### config.mk
export PLATFORM = sky130hd
export DESIGN_NAME = spm_port
export DESIGN_NICKNAME = d
export VERILOG_FILES = /design/src/include/spm_pkg.sv /design/src/logic/spm_port.sv /design/src/logic/spm_sync.sv
export SDC_FILE = /design/constraint.sdc
export NUM_CORES = 1
export LEC_CHECK = 0
export ABC_AREA = 1
export BUFFER_PORTS_ARGS = -buffer_cell sky130_fd_sc_hd__buf_2
export CORE_ASPECT_RATIO = 1.1
export CORE_MARGIN = 2
export CORE_UTILIZATION = 57
export DETAILED_ROUTE_END_ITERATION = 10
export PLACE_DENSITY = 0.79
export SLEW_MARGIN = 40
export SYNTH_ARGS = -nofsm -noshare
export SYNTH_HDL_FRONTEND = slang
export SYNTH_HIERARCHICAL = 1
export SYNTH_SLANG_ARGS = --single-unit
### constraint.sdc
create_clock -name CLK -period 1.9 [get_ports CLK]
set_input_delay 0.38 -clock CLK [delete_from_list [all_inputs] [get_ports CLK]]
set_output_delay 0.38 -clock CLK [all_outputs]
set_load 0.03 [all_outputs]
### src/include/spm_pkg.sv
// Purpose: shared constants and types of the serial peripheral port
// Assumes: 6-bit i/o register address space, 8-bit data
// Notes: control and data offsets sit next to the status register

package spm_pkg;

    // ****************************************
    // register offsets
    // ****************************************
    localparam logic [5:0] SPM_OFS_CTRL = 6'h0d;
    localparam logic [5:0] SPM_OFS_STAT = 6'h0e;
    localparam logic [5:0] SPM_OFS_DATA = 6'h0f;

    // ****************************************
    // control fields
    // ****************************************
    localparam int SPM_C_IRQEN = 7;
    localparam int SPM_C_EN = 6;
    localparam int SPM_C_DATA_ORDER = 5;
    localparam int SPM_C_MASTER_SELECT = 4;
    localparam int SPM_C_CLOCK_POLARITY = 3;
    localparam int SPM_C_CLOCK_PHASE_SEL = 2;
    localparam int SPM_C_RATE_HI = 1;
    localparam int SPM_C_RATE_LO = 0;
    localparam logic [7:0] SPM_CTRL_RST = 8'h00;

    // ****************************************
    // status fields
    // ****************************************
    localparam int SPM_S_DONE = 7;
    localparam int SPM_S_WRITE_COLLISION_FLAG = 6;
    localparam logic [7:0] SPM_STAT_RST = 8'h00;

    // ****************************************
    // pin index in user direction vector
    // ****************************************
    localparam int SPM_P_MOSI = 0;
    localparam int SPM_P_MISO = 1;
    localparam int SPM_P_SCK = 2;
    localparam int SPM_P_SS = 3;

    // ****************************************
    // sck half periods minus one, per rate select
    // ****************************************
    localparam logic [5:0] SPM_HALF_DIV4 = 6'h01;
    localparam logic [5:0] SPM_HALF_DIV16 = 6'h07;
    localparam logic [5:0] SPM_HALF_DIV64 = 6'h1f;
    localparam logic [5:0] SPM_HALF_DIV128 = 6'h3f;
    localparam logic [3:0] SPM_LAST_EDGE = 4'hf;

    typedef enum logic [1:0] {ST_IDLE, ST_MASTER, ST_SLAVE} spm_state_e;

endpackage

### src/logic/spm_port.sv
// Purpose: serial peripheral port, master or slave, on the i/o register port
// Assumes: pins arrive asynchronously; user directions come from port logic
// Notes: pin outputs are registered; a fault abandons the byte in flight

`timescale 1ns/1ps

module spm_port
    import spm_pkg::*;
(
    // clock and reset
    input wire logic CLK,
    input wire logic NRST,
    // i/o register port
    input wire logic [5:0] IO_ADDR,
    input wire logic IO_WR,
    input wire logic IO_RD,
    input wire logic [7:0] IO_WDATA,
    output logic [7:0] IO_RDATA,
    // interrupt handshake with the core
    input wire logic GLOBAL_IE,
    input wire logic IRQ_ACK,
    output logic IRQ,
    // user pin directions and general output value of ss
    input wire logic [3:0] USER_DIR,
    input wire logic SS_GPO,
    // pins
    input wire logic MOSI_I,
    output logic MOSI_O,
    output logic MOSI_OE,
    input wire logic MISO_I,
    output logic MISO_O,
    output logic MISO_OE,
    input wire logic SCK_I,
    output logic SCK_O,
    output logic SCK_OE,
    input wire logic SS_I,
    output logic SS_O,
    output logic SS_OE
);

    typedef struct packed {
        spm_state_e st;
        logic [7:0] ctrl;
        logic transfer_done_flag;
        logic write_collision_flag;
        logic arm_transfer_done_flag;
        logic arm_write_collision_flag;
        logic [7:0] sr;
        logic rx_bit;
        logic rx_pend;
        logic fin_pend;
        logic [7:0] rx_buf;
        logic [5:0] div_cnt;
        logic [3:0] edge_cnt;
        logic sck_lvl;
        logic sck_prev;
        logic [7:0] rdata;
        logic irq;
        logic [7:0] pin_o;
    } spm_state_s;

    spm_state_s q;
    spm_state_s n;
    logic [3:0] pin_s;
    logic mosi_s;
    logic miso_s;
    logic sck_s;
    logic ss_s;
    logic mode_fault;
    logic data_wr;
    logic data_acc;
    logic stat_rd;
    logic busy;
    logic edge_now;
    logic sample;
    logic din;
    logic xfer_done;
    logic last_edge;

    // ****************************************
    // helpers
    // ****************************************
    function automatic logic [5:0] half_of(input logic [1:0] rate);
        case (rate)
            2'h0: half_of = SPM_HALF_DIV4;
            2'h1: half_of = SPM_HALF_DIV16;
            2'h2: half_of = SPM_HALF_DIV64;
            default: half_of = SPM_HALF_DIV128;
        endcase
    endfunction

    function automatic logic [7:0] shift_in(input logic [7:0] v, input logic b,
                                            input logic lsb_first);
        shift_in = lsb_first ? {b, v[7:1]} : {v[6:0], b};
    endfunction

    // ****************************************
    // pin synchronisers
    // ****************************************
    spm_sync #(.WIDTH(4)) u_sync (
        .CLK(CLK),
        .NRST(NRST),
        .D({SS_I, SCK_I, MISO_I, MOSI_I}),
        .Q(pin_s)
    );

    assign mosi_s = pin_s[SPM_P_MOSI];
    assign miso_s = pin_s[SPM_P_MISO];
    assign sck_s = pin_s[SPM_P_SCK];
    assign ss_s = pin_s[SPM_P_SS];

    // ****************************************
    // next state
    // ****************************************
    always_comb
    begin
        n = q;
        n.sck_prev = sck_s;
        edge_now = 1'b0;
        xfer_done = 1'b0;
        last_edge = 1'b0;
        data_wr = IO_WR && (IO_ADDR == SPM_OFS_DATA);
        data_acc = data_wr || (IO_RD && (IO_ADDR == SPM_OFS_DATA));
        stat_rd = IO_RD && (IO_ADDR == SPM_OFS_STAT);
        // ss low with ss as input while master means another master took the bus
        mode_fault = q.ctrl[SPM_C_EN] && q.ctrl[SPM_C_MASTER_SELECT] && !USER_DIR[SPM_P_SS]
            && !ss_s;
        busy = (q.st == ST_MASTER) || ((q.st == ST_SLAVE) && (q.edge_cnt != 4'h0))
            || q.fin_pend;
        sample = 1'b0;
        din = (q.st == ST_MASTER) ? miso_s : mosi_s;

        // clears go first so that a same-cycle set wins
        if (stat_rd)
        begin
            n.arm_transfer_done_flag = q.transfer_done_flag;
            n.arm_write_collision_flag = q.write_collision_flag;
        end
        if (data_acc)
        begin
            if (q.arm_transfer_done_flag || q.arm_write_collision_flag)
            begin
                n.transfer_done_flag = 1'b0;
            end
            if (q.arm_write_collision_flag)
            begin
                n.write_collision_flag = 1'b0;
            end
            n.arm_transfer_done_flag = 1'b0;
            n.arm_write_collision_flag = 1'b0;
        end
        if (IRQ_ACK)
        begin
            n.transfer_done_flag = 1'b0;
        end

        // master miso is taken one cycle after its edge: the synchroniser lags our own sck
        if (q.rx_pend)
        begin
            n.rx_bit = miso_s;
            n.rx_pend = 1'b0;
        end
        if (q.fin_pend)
        begin
            n.sr = shift_in(q.sr, q.rx_pend ? miso_s : q.rx_bit, q.ctrl[SPM_C_DATA_ORDER]);
            n.rx_buf = n.sr;
            n.transfer_done_flag = 1'b1;
            n.fin_pend = 1'b0;
            xfer_done = 1'b1;
        end

        if (IO_WR && (IO_ADDR == SPM_OFS_CTRL))
        begin
            n.ctrl = IO_WDATA;
        end

        case (q.st)
            ST_IDLE:
            begin
                n.edge_cnt = 4'h0;
                if (q.ctrl[SPM_C_EN] && !q.ctrl[SPM_C_MASTER_SELECT] && !ss_s)
                begin
                    n.st = ST_SLAVE;
                end
            end
            ST_MASTER:
            begin
                if (q.div_cnt == 6'h00)
                begin
                    n.div_cnt = half_of(q.ctrl[SPM_C_RATE_HI:SPM_C_RATE_LO]);
                    n.sck_lvl = !q.sck_lvl;
                    edge_now = 1'b1;
                end
                else
                begin
                    n.div_cnt = q.div_cnt - 6'h01;
                end
            end
            ST_SLAVE:
            begin
                // slave timing follows the external clock only
                if (ss_s || !q.ctrl[SPM_C_EN])
                begin
                    n.st = ST_IDLE;
                    n.edge_cnt = 4'h0;
                end
                else
                begin
                    edge_now = (sck_s != q.sck_prev);
                end
            end
            default:
            begin
                n.st = ST_IDLE;
            end
        endcase

        if (edge_now)
        begin
            // even edges leave the idle level
            sample = !q.edge_cnt[0] ^ q.ctrl[SPM_C_CLOCK_PHASE_SEL];
            last_edge = (q.edge_cnt == SPM_LAST_EDGE);
            if (sample && (q.st == ST_MASTER))
            begin
                n.rx_pend = 1'b1;
            end
            else if (sample)
            begin
                n.rx_bit = din;
            end
            if (last_edge)
            begin
                // the last bit is merged a cycle later, so mosi holds still on this edge
                n.fin_pend = 1'b1;
                n.st = (q.st == ST_MASTER) ? ST_IDLE : ST_SLAVE;
                n.edge_cnt = 4'h0;
            end
            else
            begin
                if (!sample && !(q.ctrl[SPM_C_CLOCK_PHASE_SEL] && (q.edge_cnt == 4'h0)))
                begin
                    n.sr = shift_in(q.sr, q.rx_bit, q.ctrl[SPM_C_DATA_ORDER]);
                end
                n.edge_cnt = q.edge_cnt + 4'h1;
            end
        end

        if (data_wr)
        begin
            if (busy)
            begin
                n.write_collision_flag = 1'b1;
            end
            else
            begin
                n.sr = IO_WDATA;
                if (q.ctrl[SPM_C_EN] && q.ctrl[SPM_C_MASTER_SELECT] && !mode_fault)
                begin
                    n.st = ST_MASTER;
                    n.div_cnt = half_of(q.ctrl[SPM_C_RATE_HI:SPM_C_RATE_LO]);
                    n.edge_cnt = 4'h0;
                end
            end
        end

        if (mode_fault)
        begin
            n.ctrl[SPM_C_MASTER_SELECT] = 1'b0;
            n.transfer_done_flag = 1'b1;
            n.rx_pend = 1'b0;
            n.fin_pend = 1'b0;
            n.st = ST_IDLE;
            n.edge_cnt = 4'h0;
        end
        if (!n.ctrl[SPM_C_EN] && (n.st == ST_MASTER))
        begin
            n.st = ST_IDLE;
        end
        if (n.st != ST_MASTER)
        begin
            n.sck_lvl = n.ctrl[SPM_C_CLOCK_POLARITY];
        end

        if (IO_RD)
        begin
            case (IO_ADDR)
                SPM_OFS_CTRL: n.rdata = q.ctrl;
                SPM_OFS_STAT: n.rdata = {q.transfer_done_flag, q.write_collision_flag, 6'h00};
                SPM_OFS_DATA: n.rdata = q.rx_buf;
                default: n.rdata = 8'h00;
            endcase
        end

        n.irq = q.transfer_done_flag && q.ctrl[SPM_C_IRQEN] && GLOBAL_IE;

        // pin drive: {ss, sck, miso, mosi} values then enables
        n.pin_o = 8'h00;
        if (n.ctrl[SPM_C_EN] && n.ctrl[SPM_C_MASTER_SELECT])
        begin
            n.pin_o[0] = n.ctrl[SPM_C_DATA_ORDER] ? n.sr[0] : n.sr[7];
            n.pin_o[2] = n.sck_lvl;
            n.pin_o[3] = SS_GPO;
            n.pin_o[4] = USER_DIR[SPM_P_MOSI];
            n.pin_o[6] = USER_DIR[SPM_P_SCK];
            n.pin_o[7] = USER_DIR[SPM_P_SS];
        end
        else if (n.ctrl[SPM_C_EN])
        begin
            n.pin_o[1] = n.ctrl[SPM_C_DATA_ORDER] ? n.sr[0] : n.sr[7];
            n.pin_o[5] = USER_DIR[SPM_P_MISO] && !ss_s;
        end
    end

    // ****************************************
    // state register
    // ****************************************
    always_ff @(posedge CLK)
    begin
        if (!NRST)
        begin
            q <= '{st: ST_IDLE, ctrl: SPM_CTRL_RST, transfer_done_flag: SPM_STAT_RST[SPM_S_DONE],
                   write_collision_flag: SPM_STAT_RST[SPM_S_WRITE_COLLISION_FLAG], sck_prev: 1'b1, default: '0};
        end
        else
        begin
            q <= n;
        end
    end

    assign IO_RDATA = q.rdata;
    assign IRQ = q.irq;
    assign MOSI_O = q.pin_o[0];
    assign MISO_O = q.pin_o[1];
    assign SCK_O = q.pin_o[2];
    assign SS_O = q.pin_o[3];
    assign MOSI_OE = q.pin_o[4];
    assign MISO_OE = q.pin_o[5];
    assign SCK_OE = q.pin_o[6];
    assign SS_OE = q.pin_o[7];

    logic [11:0] mcyc_q;
    always_ff @(posedge CLK)
    begin
        if (!NRST || (q.st != ST_MASTER))
        begin
            mcyc_q <= 12'h000;
        end
        else
        begin
            mcyc_q <= mcyc_q + 12'h001;
        end
    end
endmodule

### src/logic/spm_sync.sv
// Purpose: two-flop synchroniser for a vector of pin inputs
// Assumes: inputs are asynchronous to CLK
// Notes: only the second stage may be read by other logic

`timescale 1ns/1ps

module spm_sync
    import spm_pkg::*;
#(
    parameter int WIDTH = 4
)
(
    // clock and reset
    input wire logic CLK,
    input wire logic NRST,
    // pins
    input wire logic [WIDTH-1:0] D,
    output logic [WIDTH-1:0] Q
);

    logic [WIDTH-1:0] meta_q;
    logic [WIDTH-1:0] sync_q;

    // idle pin level is high, so reset to ones avoids a false fault
    always_ff @(posedge CLK)
    begin
        if (!NRST)
        begin
            meta_q <= '1;
            sync_q <= '1;
        end
        else
        begin
            meta_q <= D;
            sync_q <= meta_q;
        end
    end

    assign Q = sync_q;

endmodule

### Yosys cells after proc, flatten, opt, wreduce, memory -nomap -nowiden

Index checks and enable logic that the tools add are counted.

* flip-flop bits (word level): 70
* input bits: 29
* output and inout bits: 17
* logic and storage cells: 139

* add/subtract/negate cells: 2
* eq/ne operators: 11
* muxes and demuxes: 55
* bitwise gates (word level): 3
* reduce and logical (&&, ||, !) cells: 46

Operators with widths (number)
* $mux W8: 7
* $mux W10: 3
* $mux W2: 12
* $pmux W8 S3: 1
* $mux W1: 20
* $logic_and A1 B1 Y1: 19
* $eq A6 B4 Y1 const B: 3
* $pmux W6 S3: 1
* $mux W4: 4
* $mux W6: 2
* $reduce_bool A4 Y1: 3
* $mux W11: 1
* $logic_not A1 Y1: 10
* $pmux W4 S2: 1
* $mux W7: 1
* $eq A2 B1 Y1 const B: 3
* $logic_not A6 Y1: 1
* $pmux W2 S3: 1
* $sub A6 B1 Y6 const B: 1
* $logic_or A1 B1 Y1: 5
* $add A4 B1 Y4 const B: 1
* $eq A2 B2 Y1 const B: 2
* $eq A4 B4 Y1 const B: 1
* $logic_not A2 Y1: 2
* 9 further kinds: 12

### Longest topological paths before layout

Gate-level depths: netlist of the first run.

* depth in word-level cells: 16
* mapped depth: 13
* depth with buffers taken out: 13

### Hierarchy

Netlist of the first run, hierarchy kept.

Modules (own cells, without submodules)
* spm_port: instances 1, cells an instance 447, area an instance 3146.8 µm², seq. area each 1241.2 µm²
* spm_sync: instances 1, cells an instance 25, area an instance 225.2 µm², seq. area each 160.2 µm²

### Least setup slack after synthesis of the first run

Ideal clock, no wire load.

* kind: reg-to-reg
* start: reg q[60] in the netlist's numbering
* end: reg q[44] in the netlist's numbering
* library setup time: 109 ps
* arrival time: 1540 ps
* required time: 1791 ps
* setup slack: 251 ps
* cell stages (with the launch flop): 14
* buffers on the path: 0
* clock period less this slack: 1649 ps
* cells stage by stage: dfxtp_1 > inv_1 > ha_1 > inv_1 > nor2_2 > nand2_1 > a21boi_4 > nand2_4 > nand2_4 > inv_4 > nor2_1 > o21ai_1 > nand2_1 > inv_1

* word-level cells in the longest chain between the ends: 6
* elaborated cells between the ends (all ways): 9
* classes of those cells: 2 x eq/ne; 4 x mux; 3 x reduce/logical

Ends and longest elaborated chain
* start, declared: line spm_port.sv:62 `spm_state_s q;`
* start signal, assigned: line spm_port.sv:321 `q <= '{st: ST_IDLE, ctrl: SPM_CTRL_RST, transfer_done_flag: SPM_STAT_RST[SPM_S_DONE],`
* start signal, assigned: line spm_port.sv:326 `q <= n;`
* parallel branches: the longest is 5 deep, another holds $mux W11
* $mux W8 (*): line spm_port.sv:248 `if (data_wr)`

Every way passes the cells marked *.
A chain may end at the register's enable or synchronous reset.

### Worst setup path after layout of the first run

* start: reg q[60] in the netlist's numbering
* end: reg q (netlist bit SCK_O)

* word-level cells in the longest chain between the ends: 13
* elaborated cells between the ends (all ways): 23
* classes of those cells: 4 x eq/ne; 14 x mux; 5 x reduce/logical

Ends and longest elaborated chain
* $eq A2 B2 Y1 (tied with other cells): line spm_port.sv:128, spm_port.sv:177
* $pmux W2 S3 or $mux W2 (tied branches): line spm_port.sv:177, spm_port.sv:235
* $mux W2: line spm_port.sv:231 `if (last_edge)`
* $mux W2: line spm_port.sv:218 `if (edge_now)`
* $mux W2: line spm_port.sv:257 `if (q.ctrl[SPM_C_EN] && q.ctrl[SPM_C_MASTER_SELECT] && !mode_fault)`
* $mux W2: line spm_port.sv:250 `if (busy)`
* $mux W2: line spm_port.sv:248
* $mux W2: line spm_port.sv:266 `if (mode_fault)`
* $eq A2 B1 Y1: line spm_port.sv:275 `if (!n.ctrl[SPM_C_EN] && (n.st == ST_MASTER))`
* $logic_and A1 B1 Y1: line spm_port.sv:275
* $mux W2: line spm_port.sv:275
* $ne A2 B1 Y1: line spm_port.sv:279 `if (n.st != ST_MASTER)`
* $mux W1 (*): line spm_port.sv:279

Mark *: on every way between the ends. The rest lies on a longest branch, timed or not.

==> results of run 1 <==
## layer usage
layer,global-route usage [%],vias to the layer above,part of all wire (%),routed length [um]
li1,-,1615,-,-
met1,28.2,1469,42,3320
met2,44.7,109,50,4020
met3,5.16,27,5.1,408
met4,10.1,0,3.0,243
met5,0,-,0,0
## sequential cells by signal, indices dropped and copies added (netlist names), 4 cells and up
| signal | count |
|---|---|
| IO_RDATA | 8 |
| u_sync/meta_q | 4 |
| q | 45 |
| u_sync/Q | 4 |
## critical path, stage by stage, from the launching register on
cell and delay [ns]:
dfxtp_4 0.37, inv_1 0.09, ha_1 0.17, inv_1 0.07, nor2_2 0.15, nand2_2 0.11
nand2_1 0.11, nand3_1 0.13, nand2_1 0.11, nand3_2 0.11, nand3_1 0.09, nand2_1 0.06
nand2_1 0.09, nor2_1 0.04
## cell usage after synthesis, drive strengths merged (6+ instances only)
master	number	share of area, %
a21oi	42	6.2
buf	12	2.3
clkbuf	7	0.78
dfxtp	70	42
ha	9	3.3
inv	74	8.3
nand2	102	12
nand3	24	3.6
nand4	6	1.7
nor2	50	6.2
o211ai	7	1.6
o21ai	40	5.9
## worst min path at each step
| stage | slack [ns] | depth (start not counted) | to |
|---|---|---|---|
| global placement | 0.38 | 2 | u_sync/Q[2]$_SDFF_PN1_ |
| finish | 0.20 | 3 | u_sync/meta_q[3]$_SDFF_PN1_ |
| CTS | 0.19 | 3 | u_sync/meta_q[3]$_SDFF_PN1_ |
| detailed placement | 0.39 | 2 | u_sync/Q[0]$_SDFF_PN1_ |
| floorplan | 0.38 | 2 | u_sync/Q[0]$_SDFF_PN1_ |
| global route | 0.21 | 3 | u_sync/meta_q[2]$_SDFF_PN1_ |
## cell families (layout without fill, tap and decap cells)
group	after synthesis	in the layout	synth area share [%]
AO/OA/AOI/OAI	103	104	17.1
XOR/XNOR	6	6	1.56
buffers and inverters	94	150	11.5
AND/OR/NAND/NOR	190	190	24.9
flip-flops	70	70	41.6
adder cells (fa/ha/maj)	9	9	3.34
## area by class of cell
type                            count  share of cell area [%]
Clock buffer                       10                    3.22
Clock inverter                      6                    2.18
Inverter                           75                    7.17
Multi-Input combinational cell    309                    41.1
Sequential cell                    70                    35.5
Tap cell                           77                    2.43
Timing Repair Buffer               59                    8.34
## power by group
part | internal, mW | total (mW) | leakage, nW | switching [mW]
Clock | 0.737 | 1.29 | 0.106 | 0.554
Sequential | 1.48 | 1.48 | 0.568 | 0.00487
Combinational | 0.0401 | 0.109 | 1.12 | 0.0687
## stage by stage
| stage | instances | power, mW | hold slack [ns] | area, um2 |
|---|---|---|---|---|
| after global placement | 584 | 1.62 | 0.383 | 3660 |
| after global routing | 606 | 2.98 | 0.211 | 3960 |
| final | 606 | 2.88 | 0.201 | 3960 |
| after detailed placement | 584 | 1.62 | 0.388 | 3660 |
| after floorplan | 472 | 1.57 | 0.380 | 3370 |
| after CTS | 600 | 2.91 | 0.194 | 3870 |
## timing repair
action,in CTS,in global routing
setup endpoints to repair,1,17
gates resized for setup,2,16
pin swaps,0,2
buffers inserted,0,5
gates cloned,0,1
==> flow_metrics.env, run 1 <==
export IMPL_min_path_type="input pin to flip-flop"
export IMPL_synth_main_ff_cell="dfxtp_1"
export IMPL_cts_buffers=9
export IMPL_worstPathRequired_ns=2.13
export IMPL_crit_path_end_kind="flip-flop"
export IMPL_worst_pin_slew_ns=0.375
export IMPL_routed_wl_um=8000
export IMPL_core_um2=5730
export IMPL_crit_end="SCK_O$_SDFF_PN0_"
export IMPL_final_nets=562
export IMPL_crit_fanout=4
export IMPL_async_flop_share_pct=0
export IMPL_hold_start="SS_I"
export IMPL_clock_path_buffers=2
export IMPL_r2r_end="SCK_O$_SDFF_PN0_"
export IMPL_syn_area_per_cell_um2=7.14
export IMPL_status="finished clean"
export IMPL_finalSetupViolations=0
export IMPL_placementRows=29
export IMPL_grtUsageTotal_pct=24.7
export IMPL_yosysWarningCount=6
export IMPL_h_tree_depth=3
export IMPL_ctsRootBufferMaster="clkbuf_8"
export IMPL_fin_crit_sh_pct=95.4
export IMPL_wire_per_inst_um=13.2
export IMPL_power_density_nw_per_um2=727
export IMPL_rsz0062_at_grt="yes"
export IMPL_max_slew_margin_pct=74.7
export IMPL_drcViolationCount=0
export IMPL_dp_hpwl_um=5670
export IMPL_antenna_found_initial=0
export IMPL_regArea_um2=1410
export IMPL_die_height_um=84.7
export IMPL_final_cell_mix="nand2_1, inv_1, dfxtp_1"
export IMPL_ant_nets=0
export IMPL_r2r_slack_ns=0.09
export IMPL_multi_input_area_um2=1630
export IMPL_globalplace_congestion=0.911
export IMPL_critPathKind="flip-flop to flip-flop"
export IMPL_die_area_um2=6550
export IMPL_syn_nets=510
export IMPL_syn_area_um2=3370
export IMPL_r2r_start="q[60]$_SDFF_PN0_"
export IMPL_firstDrtPassIters=5
export IMPL_cts_tree="built"
export IMPL_drt_initial_drc_count=293
export IMPL_die_width_um=77.3
export IMPL_final_common_cell="nand2_1"
export IMPL_grt_pass1_wl_um=12900
export IMPL_drv_slew=0
export IMPL_num_io_pins=46
export IMPL_syn_inst=472
export IMPL_ys_seq_area_share_pct=41.6
export IMPL_reg2regPathDepth=13
export IMPL_vias_per_cell=5.31
export IMPL_path_clk_slew_ns=0.07
export IMPL_place_ws_ns=0.0243
export IMPL_peakVddDrop_uv=608
export IMPL_initial_core_util_pct=58.8
export IMPL_yosysUniqueCellTypes=37
export IMPL_critPathLaunch="q[60]$_SDFF_PN0_"
export IMPL_cp_arrival_ns=2.05
export IMPL_nFillCells=486
export IMPL_setup_slack_ns=0.0869
export IMPL_num_antenna_cells=0
export IMPL_max_freq_mhz=552
export IMPL_synth_edff_count=0
export IMPL_grt_pass1_vias=2963
export IMPL_grt_max_degree=29
export IMPL_overflow=0
export IMPL_final_core_util_pct=69.1
export IMPL_area_growth_synth_to_final_pct=17.5
export IMPL_maxCapViolCount=0
export IMPL_final_min_clock_period_ns=1.81
export IMPL_cp_start_kind="flip-flop"
export IMPL_ys_ff_latch=70
export IMPL_drive_gt1_share_pct=19.5
export IMPL_vias=3220
export IMPL_hold_viol_final=0
export IMPL_tns_ns=0
export IMPL_finalClockSkew_ns=0.00690
export IMPL_cts_hold_buffers=0
export IMPL_cts_sinks=70
export IMPL_insertion_delay_ns=0.35
export IMPL_io_buffers=45
export IMPL_p_leak_nw=1.79
Power figures use the tool's default switching activity.
==> inputs of run 2 (changes only) <==
--- a/config.mk
+++ b/config.mk
@@ -5,13 +5,15 @@
 export SDC_FILE = /design/constraint.sdc
 export NUM_CORES = 1
 export LEC_CHECK = 0
-export ABC_AREA = 1
-export BUFFER_PORTS_ARGS = -buffer_cell sky130_fd_sc_hd__buf_2
+export ABC_AREA = 0
+export BUFFER_PORTS_ARGS = -buffer_cell sky130_fd_sc_hd__clkbuf_2
+export CELL_PAD_IN_SITES_DETAIL_PLACEMENT = 0
+export CELL_PAD_IN_SITES_GLOBAL_PLACEMENT = 1
 export CORE_ASPECT_RATIO = 1.1
 export CORE_MARGIN = 2
-export CORE_UTILIZATION = 57
+export CORE_UTILIZATION = 44
 export DETAILED_ROUTE_END_ITERATION = 10
-export PLACE_DENSITY = 0.79
+export PLACE_DENSITY_LB_ADDON = 0.1
 export SLEW_MARGIN = 40
 export SYNTH_ARGS = -nofsm -noshare
 export SYNTH_HDL_FRONTEND = slang
==> flow_metrics.env, run 2 <==
export IMPL_r2r_slack_ns=-0.20
export IMPL_drt_initial_drc_count=94
export IMPL_reg2regPathDepth=10
export IMPL_top_register="q"
export IMPL_area_growth_synth_to_final_pct=31.1
export IMPL_syn_area_per_cell_um2=9.33
export IMPL_synth_top_cell_by_area="dfxtp_1"
export IMPL_rsz0062_at_grt="yes"
export IMPL_insertion_delay_ns=0.35
export IMPL_syn_area_um2=3360
export IMPL_overflow=0
export IMPL_final_common_cell="dfxtp_1"
export IMPL_max_freq_mhz=475
export IMPL_crit_path_end_kind="flip-flop"
export IMPL_r2r_end="q[27]$_SDFF_PN0_"
export IMPL_ant_nets=0
export IMPL_cp_arrival_ns=2.35
export IMPL_synth_main_ff_cell="dfxtp_1"
export IMPL_setup_slack_ns=-0.205
export IMPL_initial_core_util_pct=45.2
export IMPL_vias=2884
export IMPL_min_path_type="input pin to flip-flop"
export IMPL_power_mw=2.68
export IMPL_grtUsageTotal_pct=21.4
export IMPL_io_buffers=45
export IMPL_dp_hpwl_um=6210
export IMPL_vias_per_cell=5.32
export IMPL_peakVddDrop_uv=513
export IMPL_die_area_um2=8350
export IMPL_clock_path_buffers=2
export IMPL_hold_viol_final=0
export IMPL_placed_area_um2=4010
export IMPL_routed_wl_um=8630
export IMPL_final_cell_mix="dfxtp_1, buf_4, clkbuf_2"
export IMPL_synthTopCellsByCount="dfxtp_1, nand2_1, mux2i_1"
export IMPL_synth_area_leaders="dfxtp_1, mux2i_1, o211a_1"
export IMPL_final_area_um2=4400
export IMPL_status="finished, violations left"
export IMPL_p_leak_nw=1.89
export IMPL_worst_pin_slew_ns=0.442
export IMPL_async_flop_share_pct=0
export IMPL_num_io_pins=46
export IMPL_crit_fanout=4
export IMPL_grt_pass1_wl_um=13500
export IMPL_wire_per_inst_um=15.9
export IMPL_core_um2=7430
export IMPL_drcViolationCount=0
export IMPL_drv_slew=0
export IMPL_synth_edff_count=0
export IMPL_firstDrtPassIters=4
export IMPL_path_clk_slew_ns=0.08
export IMPL_cp_start_kind="flip-flop"
export IMPL_syn_inst=360
export IMPL_die_width_um=87.3
export IMPL_ys_ff_latch=70
export IMPL_yosysWarningCount=6
export IMPL_power_density_nw_per_um2=610
export IMPL_yosysMostFrequentCell="dfxtp_1"
export IMPL_r2r_start="q[20]$_SDFF_PP0_"
export IMPL_grt_pass1_vias=2769
export IMPL_critPathKind="flip-flop to flip-flop"
export IMPL_cts_sinks=70
export IMPL_failed_checks="setup timing"
export IMPL_maxCapViolCount=0
export IMPL_antenna_found_initial=0
export IMPL_synth_top_area_share_pct=41.7
export IMPL_num_antenna_cells=0
export IMPL_cts_tree="built"
export IMPL_finalClockSkew_ns=0.00697
export IMPL_tns_ns=-2.66
export IMPL_hold_end="u_sync/meta_q[1]$_SDFF_PN1_"
export IMPL_syn_nets=398
export IMPL_largest_reg_flops=45
export IMPL_final_nets=489
export IMPL_finalSetupViolations=24
export IMPL_hold_depth=2
export IMPL_drive_gt1_share_pct=36.5
export IMPL_worstPathRequired_ns=2.14
export IMPL_final_core_util_pct=59.2
export IMPL_globalplace_congestion=0.828
export IMPL_die_height_um=95.6
export IMPL_final_min_clock_period_ns=2.10
export IMPL_ys_seq_area_share_pct=41.7
export IMPL_yosysUniqueCellTypes=55
export IMPL_max_slew_margin_pct=70.1
export IMPL_h_tree_depth=3
export IMPL_grt_max_degree=45
export IMPL_placementRows=33
export IMPL_fin_crit_sh_pct=111
export IMPL_hold_start="MISO_I"
export IMPL_cts_buffers=9
export IMPL_ctsRootBufferMaster="clkbuf_8"
## run 2: cell types whose count changed in the layout (fill, tap and decap cells not counted), moves of 30 or more
| cell | change |
|---|---|
| clkbuf_2 | +45 |
| nand2_1 | -60 |
| buf_2 | -45 |
| buf_4 | +40 |
| inv_1 | -66 |
| nor2_1 | -30 |
## run 2: metal layers
layer / vias to the layer above / track usage, % / part of all wire (%) / wire length [um]
li1: 1473 / - / - / -
met3: 7 / 4.50 / 2.2 / 190
met4: 0 / 7.18 / 1.0 / 88
met2: 28 / 37.9 / 52 / 4470
met1: 1376 / 25.6 / 45 / 3880
met5: - / 0 / 0 / 0
## run 2: cell type report
cell class,instances,area (um2)
Clock inverter,6,38.8
Timing Repair Buffer,105,716
Tap cell,87,109
Multi-Input combinational cell,254,1950
Sequential cell,70,1410
Fill cell,677,3030
Clock buffer,9,124
Inverter,11,48.8
## run 2: worst max-delay path, stage by stage, from the launching register on
cell,delay (ns)
dfxtp_4,0.37
inv_4,0.06
ha_4,0.12
or3b_4,0.37
a211o_4,0.36
nor3_4,0.15
buf_4,0.15
buf_6,0.10
buf_4,0.11
o22ai_1,0.06
and2_1,0.15
## run 2: cells by family (layout without fill, tap and decap cells)
kind of cell    Yosys count  count (layout)  synth area share, %
compound gates           87              87                 19.1
mux                      23              23                 7.04
buf+inv                  36             131                 5.14
xor+xnor                  5               5                 1.30
flops                    70              70                 41.7
simple gates            130             130                 22.3
fa+ha+maj                 9               9                 3.35
## run 2: worst max-delay path by stage
stage                      from                end  slack, ns
6_report       q[20]$_SDFF_PP0_   q[27]$_SDFF_PN0_      -0.20
3_5_place_dp   q[20]$_SDFF_PP0_  MOSI_O$_SDFF_PN0_      -0.19
5_1_grt        q[20]$_SDFF_PP0_   q[24]$_SDFF_PN0_      -0.30
3_3_place_gp         IO_ADDR[4]  MOSI_O$_SDFF_PN0_      -0.16
4_1_cts        q[20]$_SDFF_PP0_   q[24]$_SDFF_PN0_      -0.14
2_1_floorplan  q[19]$_SDFF_PP0_  MISO_O$_SDFF_PP0_      -0.07
## run 2: stage by stage
step / instances / hold WS [ns] / setup slack (ns)
global placement: 520 / 0.389 / -0.160
global route: 542 / 0.196 / -0.299
detailed placement: 520 / 0.394 / -0.189
floorplan: 360 / 0.386 / -0.0718
finish: 542 / 0.204 / -0.205
CTS: 537 / 0.190 / -0.141
## run 2: power by group
group          leakage (nW)  total, mW  switching (mW)  internal (mW)
logic                  1.24      0.147          0.0803         0.0663
registers             0.570       1.49         0.00802           1.48
clock network        0.0813       1.05           0.586          0.463
## run 2: repair_timing
item	4_1_cts	5_1_grt
setup buffers	2	5
cloned	0	1
hold buffers	0	0
endpoints found under the setup margin	24	26
pin swaps	9	14
resized for setup	18	31
